## src/cme_defs.svh

```systemverilog
// constants of the command mode escape block
`ifndef CME_DEFS_SVH
`define CME_DEFS_SVH

// ----------------------------------------------------------------
// command codes
// ----------------------------------------------------------------
`define CME_CODE_PRE_GUARD  8'h04
`define CME_CODE_POST_GUARD 8'h05
`define CME_CODE_TIMEOUT    8'h06
`define CME_CODE_EXIT       8'h09
`define CME_CODE_ESC_CHAR   8'h13
`define CME_CODE_FLOW_CFG   8'h1F
`define CME_CODE_IND_CFG    8'h28

// ----------------------------------------------------------------
// reset values and ranges
// ----------------------------------------------------------------
`define CME_PRE_GUARD_RST   16'h000A
`define CME_POST_GUARD_RST  16'h000A
`define CME_TIMEOUT_RST     16'h00C8
`define CME_ESC_CHAR_RST    8'h2B
`define CME_FLOW_CFG_RST    8'h00
`define CME_IND_CFG_RST     8'h00
`define CME_GUARD_MIN       16'h0002
`define CME_ESC_MIN         8'h20
`define CME_ESC_MAX         8'h7F
`define CME_FLOW_CFG_MAX    8'h04
`define CME_IND_CFG_MAX     8'h03
`define CME_ESC_REPEAT      2'h3
`define CME_SILENCE_MAX     16'hFFFF

// ----------------------------------------------------------------
// timing
// ----------------------------------------------------------------
`define CME_TICK_MS         100
`define CME_CLK_KHZ         200000
`define CME_TICK_CYCLES     (`CME_TICK_MS * `CME_CLK_KHZ)

`endif

```

## src/cme_top_placeholder_none.sv

```systemverilog
// intentionally empty module-free file
`default_nettype none
`default_nettype wire

```

## src/cme_pkg.sv

```systemverilog
// types of the command mode escape block
`default_nettype none
package cme_pkg;

  typedef enum logic [1:0] {
    CME_DATA,
    CME_ESC,
    CME_CMD
  } cme_mode_type;

  typedef struct packed {
    logic       last;
    logic [7:0] data;
  } cme_byte_type;

  typedef struct packed {
    logic [2:0]   sync;
    logic         pin_level;
    cme_mode_type mode;
    logic [1:0]   esc_cnt;
    logic [15:0]  silence;
    logic [15:0]  pre_guard;
    logic [15:0]  post_guard;
    logic [15:0]  timeout;
    logic [7:0]   esc_char;
    logic [7:0]   flow_cfg;
    logic [7:0]   ind_cfg;
    logic         have_code;
    logic [7:0]   code;
    logic [15:0]  acc;
    logic [1:0]   replay_cnt;
    logic         stash_valid;
    logic [7:0]   stash;
    logic         data_valid;
    logic [7:0]   data_byte;
    logic [1:0]   tx_cnt;
    logic [15:0]  tx_data;
    logic         flow_pin;
    logic         ind_pin;
  } cme_state_type;

  typedef struct packed {
    logic [24:0] count;
    logic        tick;
  } cme_tick_state_type;

endpackage : cme_pkg
`default_nettype wire

```

## src/cme_tick.sv

```systemverilog
// 100 ms tick generator, restarted by line activity
`timescale 1ns/1ps
`default_nettype none
module cme_tick #(
  parameter int TICK_CYCLES = 20000000
) (
  input  wire logic clock_in,   // module clock
  input  wire logic nrst_in,    // async reset, active low
  input  wire logic restart_in, // restart the period
  output logic      tick_out    // one-cycle pulse per period
);
  cme_pkg::cme_tick_state_type s;
  cme_pkg::cme_tick_state_type next_s;

  // counter holds up to 2**25 cycles per period
  if (TICK_CYCLES < 2 || TICK_CYCLES > 33554432) begin : g_bad_ticks
    $error("cme_tick: TICK_CYCLES out of range");
  end

  localparam logic [24:0] LAST = 25'(TICK_CYCLES - 1);

  always_comb begin
    next_s = s;
    next_s.tick = 1'b0;
    if (restart_in) begin
      next_s.count = 25'h0000000;
    end else if (s.count == LAST) begin
      next_s.count = 25'h0000000;
      next_s.tick = 1'b1;
    end else begin
      next_s.count = s.count + 25'h0000001;
    end
  end

  always_ff @(posedge clock_in or negedge nrst_in) begin
    if (!nrst_in) begin
      s <= '0;
    end else begin
      s <= next_s;
    end
  end

  assign tick_out = s.tick;
endmodule : cme_tick
`default_nettype wire

```

## src/cme_top.sv

```systemverilog
// escape detection, command mode settings and auxiliary output pins
`timescale 1ns/1ps
`default_nettype none
`include "cme_defs.svh"
module cme_top #(
  parameter int TICK_CYCLES = `CME_TICK_CYCLES
) (
  input  wire logic                clock_in,          // 200 MHz clock
  input  wire logic                nrst_in,           // async reset, low
  input  wire logic                serial_input_pin,  // raw data-in pin
  input  wire logic                rx_valid_in,       // received byte
  input  wire cme_pkg::cme_byte_type rx_in,           // byte and line end
  input  wire logic                tx_ready_in,       // reply consumer
  input  wire logic                clear_to_send_in,  // room for data
  input  wire logic                tx_active_in,      // line driver busy
  input  wire logic                receive_indicator, // rf packet seen
  output logic                     data_valid_out,    // idle data byte
  output logic [7:0]               data_byte_out,     // idle data value
  output logic                     tx_valid_out,      // reply byte valid
  output logic [7:0]               tx_byte_out,       // reply byte
  output logic                     command_mode_out,  // in command mode
  output logic                     flow_output_pin,   // flow pin level
  output logic                     indicator_output_pin // indicator pin
);
  cme_pkg::cme_state_type s;
  cme_pkg::cme_state_type next_s;
  logic                   tick;
  logic                   pin_change;
  logic                   activity;
  logic                   is_esc;

  if (TICK_CYCLES < 2) begin : g_bad_ticks
    $error("cme_top: TICK_CYCLES below 2");
  end

  // ----------------------------------------------------------------
  // silence timebase
  // ----------------------------------------------------------------
  assign pin_change = (s.sync[1] == s.sync[2]) && (s.sync[2] != s.pin_level);
  assign activity   = rx_valid_in || pin_change;
  assign is_esc     = rx_in.data == s.esc_char;

  cme_tick #(
    .TICK_CYCLES (TICK_CYCLES)
  ) u_tick (
    .clock_in   (clock_in),
    .nrst_in    (nrst_in),
    .restart_in (activity),
    .tick_out   (tick)
  );

  // ----------------------------------------------------------------
  // next state
  // ----------------------------------------------------------------
  always_comb begin
    next_s = s;
    next_s.sync = {s.sync[1:0], serial_input_pin};
    if (pin_change) begin
      next_s.pin_level = s.sync[2];
    end
    if (activity) begin
      next_s.silence = 16'h0000;
    end else if (tick && s.silence != `CME_SILENCE_MAX) begin
      next_s.silence = s.silence + 16'h0001;
    end

    // replay of held escape bytes, then the stashed byte
    next_s.data_valid = 1'b0;
    if (s.replay_cnt != 2'h0) begin
      next_s.data_valid = 1'b1;
      next_s.data_byte = s.esc_char;
      next_s.replay_cnt = s.replay_cnt - 2'h1;
    end else if (s.stash_valid) begin
      next_s.data_valid = 1'b1;
      next_s.data_byte = s.stash;
      next_s.stash_valid = 1'b0;
    end

    // reply shifter, high byte first
    if (s.tx_cnt != 2'h0 && tx_ready_in) begin
      next_s.tx_cnt = s.tx_cnt - 2'h1;
      next_s.tx_data = {s.tx_data[7:0], 8'h00};
    end

    case (s.mode)
      cme_pkg::CME_DATA: begin
        if (rx_valid_in) begin
          if (is_esc && s.silence >= s.pre_guard) begin
            next_s.mode = cme_pkg::CME_ESC;
            next_s.esc_cnt = 2'h1;
          end else begin
            next_s.data_valid = 1'b1;
            next_s.data_byte = rx_in.data;
          end
        end
      end
      cme_pkg::CME_ESC: begin
        if (rx_valid_in) begin
          if (is_esc && s.esc_cnt < `CME_ESC_REPEAT) begin
            next_s.esc_cnt = s.esc_cnt + 2'h1;
          end else begin
            next_s.mode = cme_pkg::CME_DATA;
            next_s.replay_cnt = s.esc_cnt;
            next_s.stash = rx_in.data;
            next_s.stash_valid = 1'b1;
          end
        end else if (s.silence >= s.post_guard) begin
          if (s.esc_cnt == `CME_ESC_REPEAT) begin
            next_s.mode = cme_pkg::CME_CMD;
            next_s.have_code = 1'b0;
          end else begin
            next_s.mode = cme_pkg::CME_DATA;
            next_s.replay_cnt = s.esc_cnt;
          end
        end
      end
      cme_pkg::CME_CMD: begin
        if (rx_valid_in && !s.have_code) begin
          next_s.code = rx_in.data;
          next_s.acc = 16'h0000;
          if (rx_in.data == `CME_CODE_EXIT) begin
            next_s.mode = cme_pkg::CME_DATA;
          end else if (rx_in.last) begin
            case (rx_in.data)
              `CME_CODE_PRE_GUARD: begin
                next_s.tx_cnt = 2'h2;
                next_s.tx_data = s.pre_guard;
              end
              `CME_CODE_POST_GUARD: begin
                next_s.tx_cnt = 2'h2;
                next_s.tx_data = s.post_guard;
              end
              `CME_CODE_TIMEOUT: begin
                next_s.tx_cnt = 2'h2;
                next_s.tx_data = s.timeout;
              end
              `CME_CODE_ESC_CHAR: begin
                next_s.tx_cnt = 2'h1;
                next_s.tx_data = {s.esc_char, 8'h00};
              end
              `CME_CODE_FLOW_CFG: begin
                next_s.tx_cnt = 2'h1;
                next_s.tx_data = {s.flow_cfg, 8'h00};
              end
              `CME_CODE_IND_CFG: begin
                next_s.tx_cnt = 2'h1;
                next_s.tx_data = {s.ind_cfg, 8'h00};
              end
              default: begin
              end
            endcase
          end else begin
            next_s.have_code = 1'b1;
          end
        end else if (rx_valid_in) begin
          next_s.acc = {s.acc[7:0], rx_in.data};
          if (rx_in.last) begin
            next_s.have_code = 1'b0;
            case (s.code)
              `CME_CODE_PRE_GUARD: begin
                if ({s.acc[7:0], rx_in.data} >= `CME_GUARD_MIN) begin
                  next_s.pre_guard = {s.acc[7:0], rx_in.data};
                end
              end
              `CME_CODE_POST_GUARD: begin
                if ({s.acc[7:0], rx_in.data} >= `CME_GUARD_MIN) begin
                  next_s.post_guard = {s.acc[7:0], rx_in.data};
                end
              end
              `CME_CODE_TIMEOUT: begin
                if ({s.acc[7:0], rx_in.data} >= `CME_GUARD_MIN) begin
                  next_s.timeout = {s.acc[7:0], rx_in.data};
                end
              end
              `CME_CODE_ESC_CHAR: begin
                if (rx_in.data >= `CME_ESC_MIN &&
                    rx_in.data <= `CME_ESC_MAX) begin
                  next_s.esc_char = rx_in.data;
                end
              end
              `CME_CODE_FLOW_CFG: begin
                if (rx_in.data <= `CME_FLOW_CFG_MAX) begin
                  next_s.flow_cfg = rx_in.data;
                end
              end
              `CME_CODE_IND_CFG: begin
                if (rx_in.data <= `CME_IND_CFG_MAX) begin
                  next_s.ind_cfg = rx_in.data;
                end
              end
              default: begin
              end
            endcase
          end
        end else if (s.silence >= s.timeout) begin
          next_s.mode = cme_pkg::CME_DATA;
          next_s.have_code = 1'b0;
        end
      end
      default: begin
        next_s.mode = cme_pkg::CME_DATA;
      end
    endcase

    // ----------------------------------------------------------------
    // auxiliary pins
    // ----------------------------------------------------------------
    case (s.flow_cfg)
      8'h00: next_s.flow_pin = ~clear_to_send_in;
      8'h01: next_s.flow_pin = ~tx_active_in;
      8'h02: next_s.flow_pin = 1'b1;
      8'h03: next_s.flow_pin = tx_active_in;
      8'h04: next_s.flow_pin = 1'b0;
      default: next_s.flow_pin = 1'b0;
    endcase
    case (s.ind_cfg)
      8'h00: next_s.ind_pin = receive_indicator;
      8'h01: next_s.ind_pin = 1'b1;
      8'h02: next_s.ind_pin = 1'b0;
      default: next_s.ind_pin = 1'b0;
    endcase
  end

  // ----------------------------------------------------------------
  // state register
  // ----------------------------------------------------------------
  always_ff @(posedge clock_in or negedge nrst_in) begin
    if (!nrst_in) begin
      s <= '0;
      s.sync <= 3'h7;
      s.pin_level <= 1'b1;
      s.mode <= cme_pkg::CME_DATA;
      s.pre_guard <= `CME_PRE_GUARD_RST;
      s.post_guard <= `CME_POST_GUARD_RST;
      s.timeout <= `CME_TIMEOUT_RST;
      s.esc_char <= `CME_ESC_CHAR_RST;
      s.flow_cfg <= `CME_FLOW_CFG_RST;
      s.ind_cfg <= `CME_IND_CFG_RST;
      s.flow_pin <= 1'b1;
    end else begin
      s <= next_s;
    end
  end

  assign data_valid_out       = s.data_valid;
  assign data_byte_out        = s.data_byte;
  assign tx_valid_out         = s.tx_cnt != 2'h0;
  assign tx_byte_out          = s.tx_data[15:8];
  assign command_mode_out     = s.mode == cme_pkg::CME_CMD;
  assign flow_output_pin      = s.flow_pin;
  assign indicator_output_pin = s.ind_pin;
endmodule : cme_top
`default_nettype wire

```

## config.mk

```make
export PLATFORM = sky130hd
export DESIGN_NAME = cme_top
export DESIGN_NICKNAME = d
export VERILOG_FILES = /design/src/cme_top_placeholder_none.sv /design/src/cme_pkg.sv /design/src/cme_tick.sv /design/src/cme_top.sv
export VERILOG_INCLUDE_DIRS = /design/src
export SDC_FILE = /design/constraint.sdc
export NUM_CORES = 1
export LEC_CHECK = 0
export ABC_AREA = 1
export BUFFER_PORTS_ARGS = -buffer_cell sky130_fd_sc_hd__buf_2
export CAP_MARGIN = 30
export CORE_ASPECT_RATIO = 0.5
export CORE_UTILIZATION = 60
export CTS_BUF_LIST = sky130_fd_sc_hd__clkbuf_4
export CTS_CLUSTER_DIAMETER = 40
export DETAILED_ROUTE_END_ITERATION = 8
export PLACE_DENSITY = 0.78
export SYNTH_ARGS = -nofsm -noshare
export SYNTH_HDL_FRONTEND = slang
export SYNTH_SLANG_ARGS = --single-unit
export TNS_END_PERCENT = 5
```

## constraint.sdc

```tcl
create_clock -name clock_in -period 4.1 [get_ports clock_in]
set_clock_uncertainty 0.2 [all_clocks]
set_input_delay 0 -clock clock_in [delete_from_list [all_inputs] [get_ports clock_in]]
set_output_delay 0 -clock clock_in [all_outputs]
set_load 0.01 [all_outputs]
```

==> Implementation_results.wiki, run 1 <==
{| class="wikitable"
! Metric !! Value
|-
| Run status || complete, no violations
|-
| Area growth from synthesis to layout || 7.77%
|-
| Area of the core || 0.0166 mm^2
|-
| Arrival time of the worst setup path || 4160 ps
|-
| Design Power || 4210 uW
|-
| Unrepaired setup endpoints after global routing || false
|-
| Gp weighted congestion || 0.998
|-
| Share of power burned in combinational logic || 0.236
|-
| Synth area leader || sky130_fd_sc_hd__dfrtp_1
|-
| Peak fanout along the critical path || 12
|-
| Worst slew margin relative to its limit || 0.297
|-
| Final TNS setup || 0 ps
|-
| Endpoints failing hold || 0
|-
| Clock Pin Slew Worst Setup and Hold Paths || 160 ps
|-
| Worst Hold Class || in2reg
|-
| Via count of the first global-routing pass || 8609
|-
| Critical setup path kind || reg2reg
|-
| Sequential cell area fraction in the yosys report || 0.439
|-
| TritonCTS buffer count || 17
|-
| Count of flip-flops with a built-in enable after synthesis || 0
|-
| Amount of wire on met3 after detailed routing || 2820 um
|-
| Drt first pass iters || 6
|-
| Std cell rows || 33
|-
| Number of remaining DRC errors || 0
|-
| Synthesized netlist net count || 1387
|-
| Global routing usage summed across all routing layers || 0.322
|-
| Async S/R FF share, synth || 1.00
|-
| Met2 wire length || 12200 um
|-
| Count of H-tree levels built during CTS || 4
|-
| Tightest Pin Transition || 1050 ps
|-
| Syn. warnings || 0
|-
| Number of nets in the layout || 1423
|-
| Avg Vias per Cell || 5.72
|-
| Crit share post-route || 0.937
|-
| Final min period || 3840 ps
|-
| Effective utilization at floorplan || 0.620
|-
| Wire length of the first global-routing pass || 43700 um
|-
| Final global-route overflow total || 0
|-
| Fraction of final layout cells sized beyond drive strength 1 || 0.0968
|-
| DIE AREA || 0.0177 mm^2
|-
| Critical Path Source Type || flop
|-
| Sw frac || 0.344
|-
| Number of max-slew violations in the final report || 0
|-
| Metal1 wirelength || 11700 um
|-
| CTS Hold Bufs || 27
|-
| CTS root buf || sky130_fd_sc_hd__clkbuf_4
|-
| Maxcap violations || 0
|-
| Endpoint class of the critical path || flop
|-
| Total standard cell area after synthesis || 0.0103 mm^2
|-
| Sw power || 1450 uW
|-
| CTS tree || built
|-
| Clk sink count || 179
|-
| Top post-synthesis cells by area || sky130_fd_sc_hd__dfrtp_1 (40%), sky130_fd_sc_hd__nand2_1 (12%), sky130_fd_sc_hd__inv_1 (6.9%)
|-
| Post-DP HPWL || 19400 um
|-
| Final WS setup || 260 ps
|-
| Pin count of the biggest net entering global routing || 102
|-
| Gate count of the mapped netlist || 1315
|-
| Setup Viol. Count Final || 0
|-
| WHS || 101 ps
|-
| Required time reported for the critical path endpoint || 4420 ps
|-
| Area share of the largest cell type after synthesis || 0.398
|-
| Die W || 187 um
|-
| Clk pwr share || 0.265
|-
| Max layer used || met4
|-
| Cell-internal power || 2760 uW
|-
| Main synth FF type || sky130_fd_sc_hd__dfrtp_1
|-
| Antenna violations before repair || 1
|-
| Worst Setup Slack post-DPL || 1100 ps
|-
| Flop pwr share || 0.499
|-
| Top achievable clock speed || 260 MHz
|-
| Mean routed wirelength per cell || 17.0 um
|-
| Worst ir drop on vdd || 0.308 mV
|-
| Cells resized by post-CTS repair || 0
|-
| P_leak || 0.00521 uW
|-
| Io pins || 38
|-
| Number of distinct standard cells referenced by the synthesized netlist || 48
|-
| Y dimension of the die || 94.5 um
|-
| Count of buffers added by post-CTS timing repair for setup || 0
|-
| Maximum number of buffers from clock root to sink || 2
|-
| DRT iter0 DRCs || 1012
|-
| Remaining antenna violation count after routing || 0
|-
| Most frequent cells in the layout || sky130_fd_sc_hd__nand2_1 (318), sky130_fd_sc_hd__inv_1 (189), sky130_fd_sc_hd__dfrtp_1 (163)
|-
| Leading cell type in the layout, fill and taps excluded || sky130_fd_sc_hd__nand2_1
|-
| IO Port Bufs || 37
|-
| Per-instance average area after synthesis || 7.80 um^2
|-
| Final Routed Wirelength || 27100 um
|-
| Via total after detailed routing || 9112
|-
| Synth Register Bits || 179
|-
| Worst-Skew Late Latency || 590 ps
|-
| Power Dens Cells || 381 mW/mm^2
|}
==> final cells by class <==
type | count | area [um^2]
multi-input cells | 888 | 4690
clock inverters | 13 | 171
inverters | 198 | 747
repair buffers | 67 | 518
clock buffers | 19 | 143
diodes | 1 | 2.50
well taps | 227 | 284
flip-flops and latches | 179 | 4500
fillers | 1376 | 5500
==> routing by layer <==
metal  up-vias  GRT usage
met1      4304      0.428
met2       396      0.516
met3        44     0.0929
li1       4368          -
met5         -          0
met4         0     0.0984
==> metrics by stage <==
stage | util | cells | cell area (um^2)
2_1_floorplan | - | 1315 | 10300
3_3_place_gp | 0.631 | 1531 | 10400
3_5_place_dp | 0.631 | 1532 | 10500
4_1_cts | 0.668 | 1591 | 11100
5_1_grt | 0.668 | 1591 | 11100
6_report | 0.668 | 1592 | 11100
==> registers in the layout (all words and copies together), names as in the netlist <==
signal,cells
next_s,2
u_tick.tick_out,1
data_byte_out,8
indicator_output_pin,1
u_tick.s,25
flow_output_pin,1
tx_byte_out,8
data_valid_out,1
s,132
==> critical path, cell delays in order (launching register included) <==
cell	delay, ps
sky130_fd_sc_hd__dfstp_2	570
sky130_fd_sc_hd__inv_1	50
sky130_fd_sc_hd__ha_1	300
sky130_fd_sc_hd__a21oi_1	170
sky130_fd_sc_hd__a21boi_0	210
sky130_fd_sc_hd__nand2_1	70
sky130_fd_sc_hd__nand2_1	60
sky130_fd_sc_hd__nand2_1	80
sky130_fd_sc_hd__nand2_1	100
sky130_fd_sc_hd__nand3_2	190
sky130_fd_sc_hd__inv_1	410
sky130_fd_sc_hd__nand2_1	140
sky130_fd_sc_hd__dlygate4sd3_1	620
sky130_fd_sc_hd__o21ai_2	60
sky130_fd_sc_hd__dlygate4sd3_1	550
==> power groups by stage <==
stage / clock network (uW) / registers, uW / logic (uW)
6_report: 1110 / 2100 / 993
5_1_grt: 1190 / 2130 / 1100
4_1_cts: 1130 / 2090 / 956
3_5_place_dp: 0 / 2130 / 900
3_3_place_gp: 0 / 2120 / 872
2_1_floorplan: 0 / 2090 / 693
==> synthesized netlist by cell type (all sizes together), types with 3 or more instances <==
cell type  number
nor3b           3
nor3           46
nor4           14
dfstp          16
clkbuf          9
dfrtp         163
nand4          28
o21ai         143
ha             55
nand3          64
o21bai          5
inv           196
nand2         326
buf            41
o31ai           4
xor2            9
a31oi           4
a21oi          41
nor2           99
o211ai          4
o22ai          31
==> path summary, 6_finish.rpt <==
path / cells after the start / endpoint / slack, ps / from
setup / recovery: 14 / data_byte_out[5] / 260 / s[124]
hold / removal: 5 / flow_output_pin / 100 / tx_active_in
setup reg to reg: 14 / data_byte_out[5] / 260 / s[124]
hold reg to reg: 0 / next_s[160] / 170 / next_s[159]
max in group asynchronous: 4 / s[95] / 2810 / nrst_in
min in group asynchronous: 3 / s[157] / 360 / nrst_in
==> kinds of logic (layout without fill, tap and decap cells) <==
logic type      Yosys count  in the layout  synth area share
simple gates            583            583             0.252
buf+inv                 248            297             0.104
compound gates          240            240             0.130
flops                   179            179             0.439
fa+ha+maj                55             55            0.0671
xor+xnor                 10             10           0.00854
other cells               0              1                 0
(Power assumes the default switching activity.)
==> run 2: changes to the inputs <==
Settings changed: PLACE_DENSITY 0.78 to 0.89.
==> Implementation_results.wiki, run 2 (synthesized netlist as in run 1, its figures left out) <==
{| class="wikitable"
! Metric !! Value
|-
| Run status || complete, no violations (unchanged)
|-
| Fraction of final layout cells sized beyond drive strength 1 || 0.0984 (was 0.0968)
|-
| Leading cell type in the layout, fill and taps excluded || sky130_fd_sc_hd__nand2_1 (unchanged)
|-
| IO Port Bufs || 37 (unchanged)
|-
| Flop pwr share || 0.513 (was 0.499)
|-
| Most frequent cells in the layout || sky130_fd_sc_hd__nand2_1 (318), sky130_fd_sc_hd__inv_1 (189), sky130_fd_sc_hd__dfrtp_1 (163) (unchanged)
|-
| Post-DP HPWL || 19700 um (was 19400 um)
|-
| Maximum number of buffers from clock root to sink || 2 (unchanged)
|-
| Antenna violations before repair || 0 (was 1)
|-
| Die W || 187 um (unchanged)
|-
| Effective utilization at floorplan || 0.620 (unchanged)
|-
| Arrival time of the worst setup path || 3900 ps (was 4160 ps)
|-
| Clock Pin Slew Worst Setup and Hold Paths || 160 ps (about the same)
|-
| Cell-internal power || 2640 uW (was 2760 uW)
|-
| Share of power burned in combinational logic || 0.241 (was 0.236)
|-
| Endpoint class of the critical path || flop (unchanged)
|-
| Setup Viol. Count Final || 0 (unchanged)
|-
| Final global-route overflow total || 0 (unchanged)
|-
| DIE AREA || 0.0177 mm^2 (unchanged)
|-
| Maxcap violations || 0 (unchanged)
|-
| Final TNS setup || 0 ps (unchanged)
|-
| Critical setup path kind || reg2reg (unchanged)
|-
| Number of nets in the layout || 1421 (was 1423)
|-
| Utilization after layout || 0.663 (was 0.668)
|-
| Top reg by flops || s (unchanged)
|-
| Mean routed wirelength per cell || 17.1 um (was 17.0 um)
|-
| Filler cell count || 1343 (was 1376)
|-
| Endpoints failing hold || 0 (unchanged)
|-
| Y dimension of the die || 94.5 um (unchanged)
|-
| Worst-Skew Late Latency || 610 ps (was 590 ps)
|-
| CTS root buf || sky130_fd_sc_hd__clkbuf_4 (unchanged)
|-
| Sw frac || 0.357 (was 0.344)
|-
| CTS tree || built (unchanged)
|-
| Worst slew margin relative to its limit || 0.285 (was 0.297)
|-
| TritonCTS buffer count || 17 (unchanged)
|-
| Number of remaining DRC errors || 0 (unchanged)
|-
| Io pins || 38 (unchanged)
|-
| Area of the core || 0.0166 mm^2 (unchanged)
|-
| Number of inserted diodes || 0 (was 1)
|-
| Avg Vias per Cell || 5.88 (was 5.72)
|-
| Clk pwr share || 0.246 (was 0.265)
|-
| Power Dens Cells || 373 mW/mm^2 (was 381 mW/mm^2)
|-
| Placed insts || 1532 (unchanged)
|-
| DRT iter0 DRCs || 924 (was 1012)
|-
| Worst Hold Class || in2reg (unchanged)
|-
| Unrepaired setup endpoints after global routing || false (unchanged)
|-
| Count of buffers added by post-CTS timing repair for setup || 0 (unchanged)
|-
| P_leak || 0.00519 uW (was 0.00521 uW)
|-
| Remaining antenna violation count after routing || 0 (unchanged)
|-
| Top achievable clock speed || 282 MHz (was 260 MHz)
|-
| Final WS setup || 551 ps (was 260 ps)
|-
| Peak fanout along the critical path || 15 (was 12)
|-
| Design Power || 4100 uW (was 4210 uW)
|-
| Wire length of the first global-routing pass || 44500 um (was 43700 um)
|-
| Count of H-tree levels built during CTS || 4 (unchanged)
|-
| Clk sink count || 179 (unchanged)
|-
| Via count of the first global-routing pass || 8924 (was 8609)
|-
| Area growth from synthesis to layout || 7.00% (was 7.77%)
|-
| Number of cells in the finished layout apart from fillers || 1589 (was 1592)
|-
| Worst Setup Slack post-DPL || 1050 ps (was 1100 ps)
|-
| Crit share post-route || 0.866 (was 0.937)
|-
| Final min period || 3550 ps (was 3840 ps)
|-
| Top flop regs || s x132, u_tick.s x25 (unchanged)
|-
| Critical Path Source Type || flop (unchanged)
|-
| Tightest Pin Transition || 1070 ps (was 1050 ps)
|-
| Global routing usage summed across all routing layers || 0.327 (was 0.322)
|-
| Worst ir drop on vdd || 0.287 mV (was 0.308 mV)
|-
| Via total after detailed routing || 9337 (was 9112)
|-
| Cells resized by post-CTS repair || 0 (unchanged)
|-
| Drt first pass iters || 7 (was 6)
|-
| Required time reported for the critical path endpoint || 4450 ps (was 4420 ps)
|-
| Sw power || 1460 uW (was 1450 uW)
|-
| Final Routed Wirelength || 27200 um (was 27100 um)
|-
| Gp weighted congestion || 1.02 (was 0.998)
|-
| Pin count of the biggest net entering global routing || 87 (was 102)
|-
| Max FFs per register || 132 (unchanged)
|-
| Std cell rows || 33 (unchanged)
|-
| Number of max-slew violations in the final report || 0 (unchanged)
|}
[run 2: critical path: stages, from the launching register on]
cell	delay (ps)
sky130_fd_sc_hd__dfrtp_1	420
sky130_fd_sc_hd__inv_1	90
sky130_fd_sc_hd__ha_1	210
sky130_fd_sc_hd__nand2_2	90
sky130_fd_sc_hd__nor2_2	470
sky130_fd_sc_hd__inv_1	210
sky130_fd_sc_hd__nor2_2	350
sky130_fd_sc_hd__nand3_2	190
sky130_fd_sc_hd__dlygate4sd3_1	620
sky130_fd_sc_hd__nand2_1	90
sky130_fd_sc_hd__dlygate4sd3_1	550
[run 2: routing by layer]
| layer | wire [um] | vias to the layer above | global-route usage |
|---|---|---|---|
| met3 | 3120 | 94 | 0.0892 |
| li1 | - | 4366 | - |
| met1 | 11100 | 4344 | 0.428 |
| met2 | 12200 | 533 | 0.529 |
| met5 | 0 | - | 0 |
| met4 | 817 | 0 | 0.117 |
[run 2: stage by stage]
stage / cell area (um^2) / hold slack (ps)
2_1_floorplan: 10300 / -496
5_1_grt: 11000 / 56.2
6_report: 11000 / 50.2
3_3_place_gp: 10400 / -91.0
3_5_place_dp: 10400 / -93.8
4_1_cts: 11000 / 37.7
[run 2: final cells by class]
class	instances	area (um^2)	area share
Inverter	198	747	0.0680
Sequential cell	179	4500	0.410
Multi-Input combinational cell	888	4690	0.427
Clock buffer	20	150	0.0137
Clock inverter	12	126	0.0115
Tap cell	227	284	0.0259
Timing Repair Buffer	65	479	0.0437
[run 2: path summary, 6_finish.rpt]
path	start	end	slack, ps	cells after the start
min in group asynchronous	nrst_in	s[95]	330	3
hold / removal	tx_active_in	flow_output_pin	50	5
setup reg to reg	s[155]	s[18]	550	10
hold reg to reg	next_s[159]	next_s[160]	170	0
setup / recovery	s[155]	s[18]	550	10
max in group asynchronous	nrst_in	s[82]	2790	4
[run 2: repair_timing]
item,in CTS,in global routing
endpoints found under the hold margin,222,0
hold buffers,24,0
setup endpoints to repair,0,0
[run 2: power by group through the flow]
stage	clock [uW]	combinational, uW	sequential (uW)
final	1010	988	2100
after floorplan	0	693	2090
after global routing	1080	1100	2120
after detailed placement	0	915	2130
after CTS	1010	955	2090
after global placement	0	852	2120
==> run 3: changes to the inputs <==
Settings changed: ABC_AREA 1 to unset, CORE_UTILIZATION 60 to 58.
Clock period 4.1 ns to 3.1 ns, I/O delays scaled along.
==> Implementation_results.wiki, run 3 <==
{| class="wikitable"
! Metric !! Value
|-
| Wire length of the first global-routing pass || 40300 um (was 44500 um)
|-
| Clk sink count || 179 (unchanged)
|-
| Synthesized netlist net count || 993 (was 1387)
|-
| Critical Path Source Type || flop (unchanged)
|-
| Count of flip-flops with a built-in enable after synthesis || 0 (unchanged)
|-
| Utilization after layout || 0.657 (was 0.663)
|-
| Drt first pass iters || 9 (was 7)
|-
| Final global-route overflow total || 0 (unchanged)
|-
| P_leak || 0.00493 uW (was 0.00519 uW)
|-
| Via total after detailed routing || 7807 (was 9337)
|-
| Top flop regs || s x132, u_tick.s x25 (unchanged)
|-
| Worst slew margin relative to its limit || 0.459 (was 0.285)
|-
| Sw power || 1910 uW (was 1460 uW)
|-
| Top reg by flops || s (unchanged)
|-
| Origin of the worst setup path || s[137] (was s[155])
|-
| Area share of the largest cell type after synthesis || 0.417 (was 0.398)
|-
| Post-DP HPWL || 17200 um (was 19700 um)
|-
| Sw frac || 0.351 (was 0.357)
|-
| Number of distinct standard cells referenced by the synthesized netlist || 70 (was 48)
|-
| Max FFs per register || 132 (unchanged)
|-
| Fraction of final layout cells sized beyond drive strength 1 || 0.208 (was 0.0984)
|-
| Remaining antenna violation count after routing || 0 (unchanged)
|-
| XOR/XNOR share of the synthesized area || 0.0412 (was 0.00854)
|-
| Clk pwr share || 0.263 (was 0.246)
|-
| Synth Register Bits || 179 (unchanged)
|-
| Most frequent cells in the layout || sky130_fd_sc_hd__dfrtp_1 (163), sky130_fd_sc_hd__mux2_2 (83), sky130_fd_sc_hd__nor2_1 (78) (was sky130_fd_sc_hd__nand2_1 (318), sky130_fd_sc_hd__inv_1 (189), sky130_fd_sc_hd__dfrtp_1 (163))
|-
| Y dimension of the die || 93.8 um (was 94.5 um)
|-
| Per-instance average area after synthesis || 10.6 um^2 (was 7.80 um^2)
|-
| Unrepaired setup endpoints after global routing || false (unchanged)
|-
| Flop pwr share || 0.504 (was 0.513)
|-
| Storage element area || 0.00450 mm^2 (unchanged)
|-
| Leading post-synthesis cells by instance count || sky130_fd_sc_hd__dfrtp_1 (163), sky130_fd_sc_hd__mux2_2 (83), sky130_fd_sc_hd__nor2_1 (78) (was sky130_fd_sc_hd__nand2_1 (318), sky130_fd_sc_hd__inv_1 (189), sky130_fd_sc_hd__dfrtp_1 (163))
|-
| CP max stage delay || 550 ps (was 620 ps)
|-
| Clock Pin Slew Worst Setup and Hold Paths || 170 ps (was 160 ps)
|-
| Peak fanout along the critical path || 9 (was 15)
|-
| Run status || complete, no violations (unchanged)
|-
| Final Routed Wirelength || 25000 um (was 27200 um)
|-
| Global routing usage summed across all routing layers || 0.305 (was 0.327)
|-
| Synthesized-area fraction occupied by ao, oa, aoi and oai cells || 0.0945 (was 0.130)
|-
| Io pins || 38 (unchanged)
|-
| WHS || 40.4 ps (was 50.2 ps)
|-
| Endpoints failing hold || 0 (unchanged)
|-
| Maxcap violations || 0 (unchanged)
|-
| Area occupied by multi-input gates || 0.00478 mm^2 (was 0.00469 mm^2)
|-
| Critical-path cell list || inv_1, ha_1, nand2b_1, a2111oi_0, buf_4, or4_1, nand4b_1, a31oi_4, buf_12, mux2_2 (was inv_1, ha_1, nand2_2, nor2_2, inv_1, nor2_2, nand3_2, dlygate4sd3_1, nand2_1, dlygate4sd3_1)
|-
| TritonCTS buffer count || 17 (unchanged)
|-
| Pin count of the biggest net entering global routing || 88 (was 87)
|-
| Crit share post-route || 0.967 (was 0.866)
|-
| Start of the worst register-to-register path || s[137] (was s[155])
|-
| Final TNS setup || 0 ps (unchanged)
|-
| Leading cell type in the layout, fill and taps excluded || sky130_fd_sc_hd__dfrtp_1 (was sky130_fd_sc_hd__nand2_1)
|-
| Worst Min Path Start || receive_indicator (was tx_active_in)
|-
| Post-synthesis mux area share || 0.133 (was 0)
|-
| Main combinational cell family by area after synthesis || simple AND/OR/NAND/NOR gates (unchanged)
|-
| Via count of the first global-routing pass || 7744 (was 8924)
|-
| Sequential cell area fraction in the yosys report || 0.460 (was 0.439)
|-
| Setup Viol. Count Final || 0 (unchanged)
|-
| Worst Setup Slack post-DPL || 162 ps (was 1050 ps)
|-
| Worst ir drop on vdd || 0.271 mV (was 0.287 mV)
|-
| Worst-Skew Late Latency || 640 ps (was 610 ps)
|-
| DRT iter0 DRCs || 1026 (was 924)
|-
| Syn. warnings || 0 (unchanged)
|-
| Worst Hold Class || in2reg (unchanged)
|-
| Endpoint class of the critical path || flop (unchanged)
|-
| Simple-gate portion of the synthesized area || 0.149 (was 0.252)
|-
| Async S/R FF share, synth || 1.00 (unchanged)
|-
| Final WS setup || 103 ps (was 551 ps)
|-
| Top achievable clock speed || 334 MHz (was 282 MHz)
|-
| Die W || 186 um (was 187 um)
|-
| Area of the core || 0.0164 mm^2 (was 0.0166 mm^2)
|-
| Adder-cell share of the synthesized area || 0.0714 (was 0.0671)
|-
| Antenna violations before repair || 0 (unchanged)
|-
| Power Dens Cells || 503 mW/mm^2 (was 373 mW/mm^2)
|-
| CTS root buf || sky130_fd_sc_hd__clkbuf_4 (unchanged)
|-
| Count of H-tree levels built during CTS || 4 (unchanged)
|-
| Effective utilization at floorplan || 0.595 (was 0.620)
|-
| Most frequently used cell type in the post-synthesis netlist || sky130_fd_sc_hd__dfrtp_1 (was sky130_fd_sc_hd__nand2_1)
|-
| Cell type of the slowest stage on the worst timing path || sky130_fd_sc_hd__a2111oi_0 (was sky130_fd_sc_hd__dlygate4sd3_1)
|-
| Mean routed wirelength per cell || 20.5 um (was 17.1 um)
|-
| Total standard cell area after synthesis || 0.00978 mm^2 (was 0.0103 mm^2)
|-
| Filler cell count || 1173 (was 1343)
|-
| Gate count of the mapped netlist || 921 (was 1315)
|-
| Maximum number of buffers from clock root to sink || 2 (unchanged)
|-
| Critical setup path kind || reg2reg (unchanged)
|-
| Std cell rows || 33 (unchanged)
|-
| Gp weighted congestion || 0.987 (was 1.02)
|-
| Synth area leader || sky130_fd_sc_hd__dfrtp_1 (unchanged)
|-
| Main synth FF type || sky130_fd_sc_hd__dfrtp_1 (unchanged)
|-
| Number of nets in the layout || 1053 (was 1421)
|-
| Area growth from synthesis to layout || 10.4% (was 7.00%)
|-
| DIE AREA || 0.0174 mm^2 (was 0.0177 mm^2)
|-
| Top post-synthesis cells by area || sky130_fd_sc_hd__dfrtp_1 (42%), sky130_fd_sc_hd__mux2_2 (9.6%), sky130_fd_sc_hd__ha_1 (7.0%) (was sky130_fd_sc_hd__dfrtp_1 (40%), sky130_fd_sc_hd__nand2_1 (12%), sky130_fd_sc_hd__inv_1 (6.9%))
|-
| Cell-internal power || 3520 uW (was 2640 uW)
|-
| Number of remaining DRC errors || 0 (unchanged)
|-
| CTS tree || built (unchanged)
|-
| Number of max-slew violations in the final report || 0 (unchanged)
|-
| Tightest Pin Transition || 810 ps (was 1070 ps)
|-
| Final min period || 3000 ps (was 3550 ps)
|-
| Arrival time of the worst setup path || 3310 ps (was 3900 ps)
|-
| Avg Vias per Cell || 6.39 (was 5.88)
|-
| Required time reported for the critical path endpoint || 3410 ps (was 4450 ps)
|-
| Share of power burned in combinational logic || 0.233 (was 0.241)
|-
| IO Port Bufs || 37 (unchanged)
|}
run 3: cell count changes after synthesis, moves of 29 or more:
cell	delta
sky130_fd_sc_hd__mux2i_1	+34
sky130_fd_sc_hd__nand2_1	-252
sky130_fd_sc_hd__mux2_2	+83
sky130_fd_sc_hd__nand3_1	-41
sky130_fd_sc_hd__o21ai_0	-97
sky130_fd_sc_hd__inv_1	-125
sky130_fd_sc_hd__nor3_1	-29
run 3: final timing paths:
| path | slack, ps | depth (start not counted) | endpoint |
|---|---|---|---|
| min in group asynchronous | 340 | 3 | s[34] |
| worst min register to register | 170 | 0 | next_s[160] |
| worst max-delay path | 100 | 10 | data_byte_out[1] |
| max in group asynchronous | 1340 | 4 | s[106] |
| worst min-delay path | 40 | 4 | indicator_output_pin |
| worst max register to register | 100 | 10 | data_byte_out[1] |
run 3: cell families after synthesis:
kind of cell	Yosys count
and+or+nand+nor	282
buffers and inverters	111
DFF	179
AOI/OAI and AO/OA	128
adders and majority gates	56
xor gates and xnor gates	46
muxes	119
run 3: per-stage QoR:
step | instances | power, uW | area, um^2
floorplan | 921 | 3620 | 9780
global placement | 1163 | 3850 | 10200
detailed placement | 1163 | 3930 | 10200
CTS | 1220 | 5360 | 10800
global route | 1221 | 5680 | 10800
finish | 1222 | 5430 | 10800
run 3: power by group through the flow:
stage	logic [uW]	clock network, uW	registers (uW)
finish	1260	1430	2740
global route	1380	1540	2760
CTS	1210	1430	2720
detailed placement	1170	0	2760
global placement	1100	0	2750
floorplan	920	0	2700
run 3: final cells by class:
type | count | share of cell area
Clock inverter | 15 | 0.0182
Sequential cell | 179 | 0.417
Multi-Input combinational cell | 631 | 0.443
Clock buffer | 17 | 0.0118
Inverter | 64 | 0.0223
Antenna cell | 1 | 0.000232
Timing Repair Buffer | 88 | 0.0613
Tap cell | 227 | 0.0263
run 3: repair_timing:
action	in CTS	in global routing
hold buffers	25	0
gates resized for setup	0	0
setup buffers	0	0
endpoints found under the hold margin	277	0
run 3: layer usage:
metal / up-vias / track usage / wire [um]
met3: 93 / 0.0895 / 2590
met2: 461 / 0.461 / 11100
li1: 3414 / - / -
met5: - / 0 / 0
met1: 3839 / 0.409 / 10500
met4: 0 / 0.133 / 850
run 3: worst max-delay path: cells and delay by family, from the launching register on:
family,cells,cell delay (ps)
buffers and inverters,3,490
adders and majority gates,1,230
muxes,1,340
DFF,1,420
AOI/OAI and AO/OA,2,820
and+or+nand+nor,3,400
